**src/common/bcr_pkg.sv**
```systemverilog
// Constants for the board control register bank: offsets, fields, reset values, timing.
// Assumes the bus front end has already matched the board base address and hands over offsets.
package bcr_pkg;

  // Register offsets relative to the board base address
  localparam logic [15:0] SLOT_POSITION_OFS     = 16'h8008;
  localparam logic [15:0] MODULE_RESET_OFS      = 16'h800a;
  localparam logic [15:0] FIRMWARE_REVISION_OFS = 16'h800c;
  localparam logic [15:0] INTERFACE_FLASH_SEL   = 16'h800e;
  localparam logic [15:0] INTERFACE_FLASH_DATA  = 16'h8010;
  localparam logic [15:0] APPLICATION_FLASH_SEL = 16'h8012;
  localparam logic [15:0] APPLICATION_FLASH_DAT = 16'h8014;
  localparam logic [15:0] CONFIG_RELOAD_OFS     = 16'h8016;
  localparam logic [15:0] TEST_SHORT_OFS        = 16'h8018;
  localparam logic [15:0] TEST_LONG_OFS         = 16'h8020;

  // Flash channels: 0 is the bus-interface logic, 1 the application array
  localparam int          FLASH_CH = 2;
  localparam logic [15:0] FLASH_SEL_OFS  [FLASH_CH] = '{INTERFACE_FLASH_SEL, APPLICATION_FLASH_SEL};
  localparam logic [15:0] FLASH_DATA_OFS [FLASH_CH] = '{INTERFACE_FLASH_DATA, APPLICATION_FLASH_DAT};

  // Field layouts and fixed values
  localparam int          SLOT_W        = 5;
  localparam logic [4:0]  SLOT_ABSENT   = 5'h1f;
  localparam int          IMAGE_BIT     = 0;
  localparam logic        IMAGE_DEFAULT = 1'b1;
  localparam logic [7:0]  FW_MAJOR      = 8'h01;
  localparam logic [7:0]  FW_MINOR      = 8'h00;
  localparam logic [15:0] SELECT_RESET  = 16'h0000;
  localparam logic [15:0] SHORT_RESET   = 16'h0000;
  localparam logic [31:0] LONG_RESET    = 32'h0000_0000;

  // Module reset pulse width
  localparam int          CLOCK_NS        = 4;
  localparam int          RESET_PULSE_NS  = 200;
  localparam int          RESET_PULSE_CYC = (RESET_PULSE_NS + CLOCK_NS - 1) / CLOCK_NS;
  localparam int          RESET_CNT_W     = 8;

endpackage : bcr_pkg

```
**src/rtl/bcr_board_regs.sv**
```systemverilog
// Board control register bank: slot position, module reset, revision, flash ports, reload, test words.
// Assumes offsets arrive already base-relative; one request per cycle, answered on the next edge.
//
// Operation
// - Slot pin levels read in bits 4..0 at 0x8008, upper bits zero.
// - Without slot pins, slot register reads fixed 0x1F.
// - A write to 0x800A outside a running pulse fires one module reset pulse.
// - Revision at 0x800C, major in 15..8, minor in 7..0.
// - 16-bit test word at 0x8018, D16 or D32, reads back last write.
// - 32-bit test word at 0x8020, D32 only, reads back last write.
// - Select 0x800E and data 0x8010 reach the interface logic flash.
// - Select 0x8012 and data 0x8014 reach the application array flash.
// - Any write to 0x8016 starts an application array reload.
// - Bit 0 of 0x8016 selects image, default 1, others reserved.
// - Offsets are base-relative; D16 and D32 cycles supported.
`timescale 1ns/1ps
module bcr_board_regs
  import bcr_pkg::*;
(
  input  wire logic                           clock,
  input  wire logic                           resetn,
  input  wire logic                           ce,
  input  wire logic                           reg_wr,
  input  wire logic                           reg_rd,
  input  wire logic [15:0]                    reg_addr,
  input  wire logic                           reg_wide,
  input  wire logic [31:0]                    reg_wdata,
  output logic      [31:0]                    reg_rdata,
  output logic                                reg_ack,
  input  wire logic [bcr_pkg::SLOT_W-1:0]     geo_pins,
  input  wire logic                           geo_present,
  input  wire logic [bcr_pkg::FLASH_CH-1:0][15:0] flash_rdata,
  output logic      [bcr_pkg::FLASH_CH-1:0][15:0] flash_select,
  output logic      [bcr_pkg::FLASH_CH-1:0][15:0] flash_wdata,
  output logic      [bcr_pkg::FLASH_CH-1:0]   flash_wr,
  output logic      [bcr_pkg::FLASH_CH-1:0]   flash_rd,
  output logic                                module_reset,
  output logic                                cfg_reload,
  output logic                                image_select
);

  logic                       wr_ok;
  logic                       rd_ok;
  logic [15:0]                test_word_short;
  logic [31:0]                test_word_long;
  logic [FLASH_CH-1:0]        sel_hit;
  logic [FLASH_CH-1:0]        data_hit;
  logic [FLASH_CH-1:0][15:0]  chan_rdata;
  logic [15:0]                flash_mux;
  logic [31:0]                next_rdata;

  // Requests only count while the clock enable lets state move
  assign wr_ok = ce && reg_wr;
  assign rd_ok = ce && reg_rd;

  // One answer per request, one edge later, whether mapped or not
  always_ff @(posedge clock or negedge resetn) begin
    if (!resetn) begin
      reg_ack <= 1'b0;
    end else if (ce) begin
      reg_ack <= reg_wr || reg_rd;
    end
  end

  // Module reset pulse generator; the data of the write is irrelevant
  bcr_reset_pulse u_reset_pulse (
    .clock   (clock),
    .resetn  (resetn),
    .ce      (ce),
    .trigger (wr_ok && reg_addr == MODULE_RESET_OFS),
    .pulse   (module_reset)
  );

  // Short test word: a D32 write keeps only the low half
  always_ff @(posedge clock or negedge resetn) begin
    if (!resetn) begin
      test_word_short <= SHORT_RESET;
    end else if (wr_ok && reg_addr == TEST_SHORT_OFS) begin
      test_word_short <= reg_wdata[15:0];
    end
  end

  // Long test word: D16 writes are ignored since half a word would tear it
  always_ff @(posedge clock or negedge resetn) begin
    if (!resetn) begin
      test_word_long <= LONG_RESET;
    end else if (wr_ok && reg_wide && reg_addr == TEST_LONG_OFS) begin
      test_word_long <= reg_wdata;
    end
  end

  // Reload strobe and image select; reserved bits are dropped
  always_ff @(posedge clock or negedge resetn) begin
    if (!resetn) begin
      cfg_reload   <= 1'b0;
      image_select <= IMAGE_DEFAULT;
    end else if (ce) begin
      cfg_reload <= reg_wr && reg_addr == CONFIG_RELOAD_OFS;
      if (reg_wr && reg_addr == CONFIG_RELOAD_OFS) begin
        image_select <= reg_wdata[IMAGE_BIT];
      end
    end
  end

  // Per-flash select register and data port strobes
  for (genvar ch = 0; ch < FLASH_CH; ch++) begin : g_flash
    assign sel_hit[ch]    = reg_addr == FLASH_SEL_OFS[ch];
    assign data_hit[ch]   = reg_addr == FLASH_DATA_OFS[ch];
    assign chan_rdata[ch] = sel_hit[ch] ? flash_select[ch] : (data_hit[ch] ? flash_rdata[ch] : 16'h0000);

    always_ff @(posedge clock or negedge resetn) begin
      if (!resetn) begin
        flash_select[ch] <= SELECT_RESET;
        flash_wdata[ch]  <= 16'h0000;
        flash_wr[ch]     <= 1'b0;
        flash_rd[ch]     <= 1'b0;
      end else if (ce) begin
        flash_wr[ch] <= reg_wr && data_hit[ch];
        flash_rd[ch] <= reg_rd && data_hit[ch];
        if (reg_wr && sel_hit[ch]) begin
          flash_select[ch] <= reg_wdata[15:0];
        end
        if (reg_wr && data_hit[ch]) begin
          flash_wdata[ch] <= reg_wdata[15:0];
        end
      end
    end
  end

  // Combine the flash channels; at most one can hit
  always_comb begin
    flash_mux = 16'h0000;
    for (int i = 0; i < FLASH_CH; i++) begin
      flash_mux = flash_mux | chan_rdata[i];
    end
  end

  // Read mux; write-only and unmapped offsets read zero
  always_comb begin
    next_rdata = 32'h0000_0000;
    case (reg_addr)
      SLOT_POSITION_OFS:     next_rdata[SLOT_W-1:0] = geo_present ? geo_pins : SLOT_ABSENT;
      FIRMWARE_REVISION_OFS: next_rdata[15:0] = {FW_MAJOR, FW_MINOR};
      CONFIG_RELOAD_OFS:     next_rdata[IMAGE_BIT] = image_select;
      TEST_SHORT_OFS:        next_rdata[15:0] = test_word_short;
      TEST_LONG_OFS:         next_rdata = reg_wide ? test_word_long : 32'h0000_0000;
      default:               next_rdata[15:0] = flash_mux;
    endcase
  end

  // Read data holds until the next read
  always_ff @(posedge clock or negedge resetn) begin
    if (!resetn) begin
      reg_rdata <= 32'h0000_0000;
    end else if (rd_ok) begin
      reg_rdata <= next_rdata;
    end
  end
endmodule : bcr_board_regs

```
**src/rtl/bcr_reset_pulse.sv**
```systemverilog
// One-shot module reset generator: a trigger starts a fixed-width reset pulse.
// Assumes the trigger is a one-cycle pulse synchronous to clock.
`timescale 1ns/1ps
module bcr_reset_pulse
  import bcr_pkg::*;
(
  input  wire logic clock,
  input  wire logic resetn,
  input  wire logic ce,
  input  wire logic trigger,
  output logic      pulse
);

  typedef enum logic [0:0] {
    RP_IDLE = 1'b0,
    RP_HOLD = 1'b1
  } bcr_rp_state_t;

  localparam logic [RESET_CNT_W-1:0] LAST = RESET_CNT_W'(RESET_PULSE_CYC - 1);

  bcr_rp_state_t              state;
  logic [RESET_CNT_W-1:0]     count;

  // Retrigger during the pulse is ignored so the width stays fixed
  always_ff @(posedge clock or negedge resetn) begin
    if (!resetn) begin
      state <= RP_IDLE;
      count <= '0;
      pulse <= 1'b0;
    end else if (ce) begin
      case (state)
        RP_IDLE: begin
          count <= '0;
          if (trigger) begin
            state <= RP_HOLD;
            pulse <= 1'b1;
          end
        end
        RP_HOLD: begin
          if (count == LAST) begin
            state <= RP_IDLE;
            pulse <= 1'b0;
          end else begin
            count <= count + 1'b1;
          end
        end
        default: begin
          state <= RP_IDLE;
          pulse <= 1'b0;
        end
      endcase
    end
  end
endmodule : bcr_reset_pulse

```
**config.mk**
```make
export PLATFORM = sky130hd
export DESIGN_NAME = bcr_board_regs
export DESIGN_NICKNAME = d
export VERILOG_FILES = /design/src/common/bcr_pkg.sv /design/src/rtl/bcr_board_regs.sv /design/src/rtl/bcr_reset_pulse.sv
export SDC_FILE = /design/constraint.sdc
export NUM_CORES = 1
export LEC_CHECK = 0
export BUFFER_PORTS_ARGS = -buffer_cell sky130_fd_sc_hd__buf_2
export CELL_PAD_IN_SITES_DETAIL_PLACEMENT = 2
export CELL_PAD_IN_SITES_GLOBAL_PLACEMENT = 2
export CORE_ASPECT_RATIO = 1.2
export CORE_MARGIN = 2
export CORE_UTILIZATION = 36
export DETAILED_ROUTE_END_ITERATION = 16
export HOLD_SLACK_MARGIN = 0.08
export PLACE_DENSITY = 0.89
export SYNTH_ARGS = -nofsm -noshare
export SYNTH_HDL_FRONTEND = slang
export SYNTH_SLANG_ARGS = --single-unit
export TNS_END_PERCENT = 30
```
**constraint.sdc**
```tcl
create_clock -name clock -period 5.3 [get_ports clock]
set_clock_uncertainty 0.2 [all_clocks]
set_input_delay 1.325 -clock clock [delete_from_list [all_inputs] [get_ports clock]]
set_output_delay 1.325 -clock clock [all_outputs]
set_load 0.01 [all_outputs]
```
* After elaboration in Yosys (flattened, before gate mapping)
Index checks and enable logic that the tools add are counted.
** Storage, ports and cells
- Output and inout port bits :: 104
- Flip-flop bits (word level) :: 161
- Word-level logic and storage cells :: 75
- Input port bits :: 92
** Operators by class
- Multiplexer cells :: 18
- Bitwise operators :: 2
- Reduce and logical (&&, ||, !) cells :: 23
- Equality and inequality tests :: 14
- Add/subtract/negate cells :: 1
** Operators by type and width (count)
- 16-bit == test, second input constant :: 10
- 16-bit two-way mux :: 5
- 11-bit case mux with 4 select lines :: 1
- 32-bit two-way mux :: 1
- 16-bit OR :: 1
- 4-bit case mux with 4 select lines :: 1
- 8-bit case mux with 2 select lines :: 1
- 1-bit logical AND :: 13
- 2-bit AND reduction :: 6
- 8-bit by 1-bit adder with 8-bit output, second input constant :: 1
- 8-bit by 6-bit == test with 1-bit output, second input constant :: 1
- 8-bit two-way mux :: 1
- 5-bit two-way mux :: 1
- 1-bit case mux with 5 select lines :: 1
- 1-bit two-way mux :: 4
- 2-bit != test, second input constant :: 2
- 1-bit case mux with 2 select lines :: 2
- 2-bit OR reduction :: 2
- 3-bit AND reduction :: 1
- 2-bit by 1-bit != test with 1-bit output, second input constant :: 1
- 1-bit logical OR :: 1
- 1-bit NOT :: 1

* Longest topological paths before layout
Gate-level depths: netlist of the first run.
- Depth in word-level cells :: 5
- Mapped depth :: 9
- Depth with buffers taken out :: 7

* Hierarchy
From an unflattened synthesis of the first run, not the netlist that was laid out.
** Second synthesis, totals
- Cells, all modules :: 571
- Area total of the unflattened synthesis :: 7241.9 µm²
** By module, submodules not included
- bcr_board_regs :: times used 1, area an instance 6671.4 µm², sequential area each 3779.9 µm², cells each 512
- bcr_reset_pulse :: times used 1, area an instance 570.5 µm², sequential area each 250.2 µm², cells each 59

* Worst setup path before layout of the first run
OpenSTA, ideal clock, no wires.
- Path kind :: input to register
- Start :: input reg_addr[5]
- End :: register flash_wdata[1] (netlist bit)
- Data arrival time :: 3.689 ns
- Path buffers :: 4
- Path slack :: 1.286 ns
- Library setup time :: 0.125 ns
- Stages on the path :: 9
- Data required time :: 4.975 ns
- Path through :: or4b_1 > buf_2 > or4_4 > buf_6 > or2_1 > buf_6 > nor3_4 > buf_8 > mux2_4
** On the way
- Word-level cells in the longest chain between the ends :: 3
** Ends and longest elaborated chain
- start, declared :: line bcr_board_regs.sv:25 : input wire logic [15:0] reg_addr,
- 16-bit == test :: line bcr_board_regs.sv:108 : assign data_hit[ch] = reg_addr == FLASH_DATA_OFS[ch];
- 1-bit logical AND :: line bcr_board_regs.sv:123 : if (reg_wr && data_hit[ch]) begin
- 2-bit AND reduction (no line)
- end signal, assigned by index :: line bcr_board_regs.sv:124 : flash_wdata[ch] <= reg_wdata[15:0];
- end, declared :: line bcr_board_regs.sv:34 : output logic [bcr_pkg::FLASH_CH-1:0][15:0] flash_wdata,
No other way between the ends.
A chain may end at the register's enable or synchronous reset.

* Worst setup path in the final report of the first run
- Start :: input reg_addr[2]
- End :: register flash_select[24] (netlist bit)
** On the way
- Word-level cells in the longest chain between the ends :: 3
** Ends and longest elaborated chain
- 16-bit == test :: line bcr_board_regs.sv:107 : assign sel_hit[ch] = reg_addr == FLASH_SEL_OFS[ch];
- 1-bit logical AND :: line bcr_board_regs.sv:120 : if (reg_wr && sel_hit[ch]) begin
- 2-bit AND reduction (no line)
- end signal, assigned by index :: line bcr_board_regs.sv:121 : flash_select[ch] <= reg_wdata[15:0];
- end, declared :: line bcr_board_regs.sv:33 : output logic [bcr_pkg::FLASH_CH-1:0][15:0] flash_select,
No other way between the ends.

==> results of run 1 <==
-- tightest hold or removal path: stages, from the launching register on --
cell,delay (ps)
sky130_fd_sc_hd__dfrtp_1,340
sky130_fd_sc_hd__nand2_1,50
sky130_fd_sc_hd__nand2_1,50
-- cells in the mapped netlist, types with 3 or more instances --
master                      count
sky130_fd_sc_hd__mux2_4         9
sky130_fd_sc_hd__nor2_1        32
sky130_fd_sc_hd__or4_1          3
sky130_fd_sc_hd__and2_1         4
sky130_fd_sc_hd__buf_1          5
sky130_fd_sc_hd__nor2b_1        6
sky130_fd_sc_hd__nand4_1        6
sky130_fd_sc_hd__o31ai_1        3
sky130_fd_sc_hd__or4b_2         4
sky130_fd_sc_hd__inv_1          8
sky130_fd_sc_hd__nor4_1         5
sky130_fd_sc_hd__nand3_1       21
sky130_fd_sc_hd__dfrtp_1      160
sky130_fd_sc_hd__xor2_1         3
sky130_fd_sc_hd__nand2_1       46
sky130_fd_sc_hd__a221oi_1       8
sky130_fd_sc_hd__a21oi_1       24
sky130_fd_sc_hd__a21o_1         6
sky130_fd_sc_hd__a2bb2oi_1      4
sky130_fd_sc_hd__mux2_2       104
sky130_fd_sc_hd__a31oi_1       11
sky130_fd_sc_hd__nor3_1        14
sky130_fd_sc_hd__o21ai_0        8
sky130_fd_sc_hd__mux2i_1       17
sky130_fd_sc_hd__a222oi_1       7
sky130_fd_sc_hd__clkbuf_1      18
-- sequential cells by signal, indices dropped and copies added, names as in the netlist, 2 cells and up --
| register | cells |
|---|---|
| flash_wdata | 32 |
| u_reset_pulse.count | 8 |
| test_word_short | 16 |
| flash_wr | 2 |
| flash_rd | 2 |
| test_word_long | 32 |
| reg_rdata | 32 |
| flash_select | 32 |
-- worst min-delay path by stage --
stage / startpoint / to / slack, ps / cells after the start
after global routing: reg_rdata[28]$_DFFE_PN0P_ / reg_rdata[28]$_DFFE_PN0P_ / 300 / 2
after floorplan: test_word_long[16]$_DFFE_PN0P_ / reg_rdata[16]$_DFFE_PN0P_ / 260 / 2
after CTS: reg_rdata[21]$_DFFE_PN0P_ / reg_rdata[21]$_DFFE_PN0P_ / 280 / 2
after global placement: reg_rdata[27]$_DFFE_PN0P_ / reg_rdata[27]$_DFFE_PN0P_ / 250 / 2
after detailed placement: reg_rdata[21]$_DFFE_PN0P_ / reg_rdata[21]$_DFFE_PN0P_ / 260 / 2
final: reg_rdata[22]$_DFFE_PN0P_ / reg_rdata[22]$_DFFE_PN0P_ / 270 / 2
-- final cells by class --
cell class / count / area (sq um) / share of cell area, %
inverters: 8 / 30.0 / 0.333
well taps: 261 / 327 / 3.63
clock inverters: 14 / 169 / 1.88
clock buffers: 18 / 439 / 4.88
multi-input cells: 376 / 2940 / 32.7
repair buffers: 205 / 1070 / 11.9
flip-flops and latches: 161 / 4030 / 44.7
-- placed cells by master (no fill, tap or decap), types with 6 or more instances in the layout --
master / count
sky130_fd_sc_hd__mux2i_1: 17
sky130_fd_sc_hd__nor2_1: 32
sky130_fd_sc_hd__inv_1: 8
sky130_fd_sc_hd__mux2_4: 9
sky130_fd_sc_hd__buf_4: 9
sky130_fd_sc_hd__inv_6: 7
sky130_fd_sc_hd__nand2_1: 46
sky130_fd_sc_hd__a21oi_1: 24
sky130_fd_sc_hd__a222oi_1: 7
sky130_fd_sc_hd__mux2_2: 104
sky130_fd_sc_hd__a31oi_1: 11
sky130_fd_sc_hd__nand4_1: 6
sky130_fd_sc_hd__a221oi_1: 8
sky130_fd_sc_hd__nand3_1: 21
sky130_fd_sc_hd__nor3_1: 13
sky130_fd_sc_hd__buf_2: 194
sky130_fd_sc_hd__o21ai_0: 8
sky130_fd_sc_hd__nor2b_1: 6
sky130_fd_sc_hd__clkbuf_16: 17
sky130_fd_sc_hd__a21o_1: 6
sky130_fd_sc_hd__dfrtp_1: 160
-- per-layer routing --
layer	global-route usage, %	wire length [um]
met1	27.5	9620
met2	46.5	13600
met3	4.35	1020
met4	9.17	588
met5	0	11
-- stage by stage --
step	hold slack [ps]	utilization [%]	area (sq um)
4_1_cts	276	46.2	9010
3_5_place_dp	261	43.1	8400
6_report	268	46.2	9010
2_1_floorplan	263	-	7110
3_3_place_gp	246	43.1	8400
5_1_grt	300	46.2	9010
-- kinds of logic after synthesis --
| logic type | count (synthesis) | share of synthesized area, % |
|---|---|---|
| DFF | 161 | 56.7 |
| muxes | 130 | 20.8 |
| xor gates and xnor gates | 3 | 0.370 |
| AOI/OAI and AO/OA | 81 | 7.87 |
| buffers and inverters | 36 | 2.31 |
| and+or+nand+nor | 160 | 11.6 |
| adders and majority gates | 2 | 0.352 |
-- power breakdown --
part	internal, mW	switching (mW)	total (mW)
Combinational	0.0681	0.122	0.190
Sequential	1.25	0.0171	1.26
Clock	0.725	0.553	1.28
Total	2.04	0.692	2.73
==> parameters.txt, run 1 <==
Parameter                              Value

Global routing
  GRT Residual Overflow    0
  Initial antenna violation count    1
  First-pass GRT wire length    38400 um
  Number of global-route vias before repair    6394
  Maximum number of pins on one net before global-route repair    107
  Global-route usage over all layers    24.5%

Logic synthesis
  Async set-reset flop share out of synthesis    100%
  Share of the synthesized area in the top cell type    56.3%
  Area of the mapped netlist    7110 sq um
  Flip-flop and latch count after synthesis    161
  Dominant cell type by area after synthesis    sky130_fd_sc_hd__dfrtp_1
  Gate count of the mapped netlist    573
  Mean area per synthesized cell    12.4 sq um
  Total of warnings raised by yosys    0
  Cell types occupying the most area after synthesis    sky130_fd_sc_hd__dfrtp_1 56%, sky130_fd_sc_hd__mux2_2 16%, sky130_fd_sc_hd__nand2_1 2.4%
  Post-synthesis sequential area ratio    56.7%
  Synth unique cells    54
  Most used DFF post-synth    sky130_fd_sc_hd__dfrtp_1
  Post-synth EDFFs    0
  Net count after synthesis    667

Final layout
  Antenna Cells    0
  Filler cell count in the final layout    2066
  Number of nets at the end of the flow    863
  Final non-filler cell total    1043
  Proportion of layout cells with a drive suffix above 1    46.4%
  Area growth from synthesis to layout    26.7%

Worst setup path
  Element type at the critical path end    register
  Total buffers and inverters traversed by the critical path    1
  Crit Path Category    in -> reg
  Endpoint of the worst setup timing path    flash_select[24]$_DFFE_PN0P_
  Data arrival time of the critical path    4060 ps
  Worst r2r src    u_reset_pulse.count[1]$_DFFE_PN0P_
  Startpoint types    input pin
  Biggest cell delay along the critical path    710 ps
  Category of cells accounting for the largest share of critical-path delay    simple AND/OR/NAND/NOR gates
  Crit path max fanout    17
  Worst Reg-to-Reg Cells    7
  Crit Reg-Reg Endpoint    u_reset_pulse.count[2]$_DFFE_PN0P_
  Worst setup startpoint    reg_addr[2]
  Crit-path cells    buf_2, nor3_1, nand3_1, nor2_1, nand2_1, mux2_2
  Setup slack on the worst flop-to-flop path    2490 ps
  Cell depth of the worst setup path    6
  Slowest stage cell, crit path    sky130_fd_sc_hd__nand2_1
  Data required time of the critical path    5410 ps

STA
  Minimum period implied by the final worst setup slack    3950 ps
  Final setup violation count    0
  Relative slew slack    23.4%
  Number of pins exceeding their max-slew limit in the final report    0
  Worst-margin pin slew    1150 ps
  Final Cycle Share    74.5%
  Setup repair after global routing missed its margin    false
  Final count of hold timing violations    0
  Final setup slack of the worst path    1350 ps
  Max Freq    253 MHz
  Setup TNS    0 ps

Floorplan
  Chip height    158 um
  Die ar.    20900 sq um
  Top-Level Pins    196
  Starting density of the core    36.5%
  Area of the placeable core    19500 sq um
  Count of standard-cell rows    56
  Die X-Extent    132 um

Pwr
  Worst ir drop on vdd    216 uV
  Final total power    2.73 mW
  Cell leakage power    4.71 nW
  Ratio of total power to cell area    303 nW/um^2

Flow run
  Max Cap Viol    0

Placed design
  Worst slack at placement    947 ps
  Number of cells in the design after placement    1011
  Port Buffer Count    195
  Post-detail-place hpwl    17400 um
  Final weighted congestion in routability-driven placement    0.836

Clocking
  Total number of clock tree sinks    161
  H-tree depth reported by CTS    4
  TritonCTS clock tree    built
  Post-CTS Setup Inserts    0
  Clock transition at the registers of the reported paths    70 ps
  Clock root cell    sky130_fd_sc_hd__clkbuf_16
  Number of buffers inserted during clock tree synthesis    17
  Hold-fix buffers at CTS    0
  Gates resized, CTS repair    0
  Skew-Pair Late Insertion Delay    430 ps
  Deepest clock path buffer count    2

Worst hold path
  Path type of the worst min-delay path    reg -> reg

Drt
  Routed length per placed instance    23.8 um
  Total wirelength of the detailed-routed design    24800 um
  Number of nets with antenna violations after detailed routing    0
  Ratio of routed vias to standard cells    5.42
  Pre-Repair DR Iteration Count    6
  Detailed Route Iter0 Violations    321
  DRC    0
  Vias after detailed routing    5648

Status
  Outcome    finished clean
Power figures use the tool's default switching activity.
==> inputs of run 2 (changes only) <==
- CORE_UTILIZATION: 36 -> 31
- PLACE_DENSITY: 0.89 -> 0.82
- clock period: 5.3 -> 3.53 ns (I/O delays scaled with it)
==> run 2 against run 1 <==
Compared with the run above: first-iteration DRC count is 15% lower; sequential cell count unchanged; cell count is 3.8% higher; critical endpoint is now flash_wdata[0]$_DFFE_PN0P_; largest cell class unchanged; highest routed layer is now met4.
==> parameters.txt, run 2 (synthesized netlist as in run 1, its figures left out) <==
Parameter                              Value

Status
  Outcome    finished clean

Drt
  Met3 layer wire length in the routed design    1290 um
  Number of nets with antenna violations after detailed routing    0
  Total length of routed met2 wires    12800 um
  Routed length on met1    9820 um
  Vias after detailed routing    5603
  Pre-Repair DR Iteration Count    4
  Total wirelength of the detailed-routed design    24200 um
  Ratio of routed vias to standard cells    5.17
  Detailed Route Iter0 Violations    272
  Max layer used    met4
  DRC    0
  Routed length per placed instance    22.3 um

Pwr
  Ratio of total power to cell area    435 nW/um^2
  Final total power    4.00 mW
  Cell leakage power    4.80 nW
  Worst ir drop on vdd    308 uV

Clocking
  H-tree depth reported by CTS    4
  Clock root cell    sky130_fd_sc_hd__clkbuf_16
  Gates resized, CTS repair    0
  Hold-fix buffers at CTS    0
  Deepest clock path buffer count    2
  Number of buffers inserted during clock tree synthesis    17
  Post-CTS Setup Inserts    0
  Total number of clock tree sinks    161
  TritonCTS clock tree    built
  Clock transition at the registers of the reported paths    70 ps
  Skew-Pair Late Insertion Delay    420 ps

Floorplan
  Count of standard-cell rows    60
  Area of the placeable core    22400 sq um
  Chip height    170 um
  Die X-Extent    142 um
  Top-Level Pins    196
  Die ar.    24200 sq um
  Starting density of the core    31.7%

STA
  Final count of hold timing violations    0
  Setup TNS    0 ps
  Final setup violation count    0
  Final setup slack of the worst path    504 ps
  Final Cycle Share    85.7%
  Setup repair after global routing missed its margin    false
  Max Freq    331 MHz
  Worst-margin pin slew    749 ps
  Relative slew slack    50.0%
  Number of pins exceeding their max-slew limit in the final report    0
  Minimum period implied by the final worst setup slack    3030 ps
  Minimum hold slack    198 ps

Flow run
  Max Cap Viol    0

Final layout
  Antenna Cells    0
  Final non-filler cell total    1083
  Number of nets at the end of the flow    885
  Proportion of layout cells with a drive suffix above 1    47.6%
  Final standard cell area without fillers    9190 sq um
  Area growth from synthesis to layout    29.3%
  Most frequent standard cell in the layout excluding fill and tap cells    sky130_fd_sc_hd__buf_2
  Leading cell types in the layout, fill and taps excluded    194 x sky130_fd_sc_hd__buf_2, 160 x sky130_fd_sc_hd__dfrtp_1, 104 x sky130_fd_sc_hd__mux2_2
  Filler cell count in the final layout    2351
  End-of-flow core utilization    40.9%

Placed design
  Post-detail-place hpwl    17600 um
  Final weighted congestion in routability-driven placement    0.789
  Worst slack at placement    88.8 ps
  Cell area after placement    8610 sq um
  Port Buffer Count    195
  Number of cells in the design after placement    1051

Global routing
  Number of global-route vias before repair    6384
  GRT Residual Overflow    0
  Global-route usage over all layers    20.8%
  Initial antenna violation count    0
  First-pass GRT wire length    37600 um
  Maximum number of pins on one net before global-route repair    51

Worst hold path
  Path type of the worst min-delay path    in -> async

Worst setup path
  Data required time of the critical path    3630 ps
  Crit path max fanout    6
  Startpoint types    input pin
  Element type at the critical path end    register
  Data arrival time of the critical path    3130 ps
  Crit Path Category    in -> reg
-- run 2: final timing paths --
path	start	to	slack (ps)	cells past startpoint
min in group clock	reg_rdata[25]$_DFFE_PN0P_	reg_rdata[25]$_DFFE_PN0P_	260	2
min reg2reg	reg_rdata[25]$_DFFE_PN0P_	reg_rdata[25]$_DFFE_PN0P_	260	2
max reg2reg	u_reset_pulse.count[0]$_DFFE_PN0P_	u_reset_pulse.count[3]$_DFFE_PN0P_	880	6
min	resetn	u_reset_pulse.count[4]$_DFFE_PN0P_	200	1
max in group asynchronous	resetn	image_select$_DFFE_PN1P_	2070	2
max	reg_addr[3]	flash_wdata[0]$_DFFE_PN0P_	500	7
-- run 2: report_power, final --
group / internal (mW) / switching, mW / total (mW)
logic: 0.109 / 0.183 / 0.291
clock network: 1.04 / 0.774 / 1.81
registers: 1.87 / 0.0215 / 1.89
total: 3.02 / 0.978 / 4.00
-- run 2: layout make-up --
cell class / instances / area [sq um] / share of cell area (%)
Multi-Input combinational cell: 376 / 2940 / 32.0
Timing Repair Buffer: 227 / 1260 / 13.7
Clock buffer: 22 / 474 / 5.16
Sequential cell: 161 / 4030 / 43.9
Inverter: 8 / 30.0 / 0.327
Clock inverter: 10 / 101 / 1.10
Tap cell: 279 / 349 / 3.80
-- run 2: critical path, stage by stage --
cell and delay (ps):
sky130_fd_sc_hd__buf_2 130, sky130_fd_sc_hd__or4_1 620, sky130_fd_sc_hd__or4_4 470, sky130_fd_sc_hd__or2_1 270, sky130_fd_sc_hd__nor3_4 190, sky130_fd_sc_hd__buf_4 210
sky130_fd_sc_hd__mux2_2 330
-- run 2: routing by layer --
metal | vias to the layer above | track usage, %
met2 | 153 | 37.4
met3 | 19 | 4.78
met4 | 0 | 5.61
met1 | 2892 | 24.8
li1 | 2539 | -
met5 | - | 0
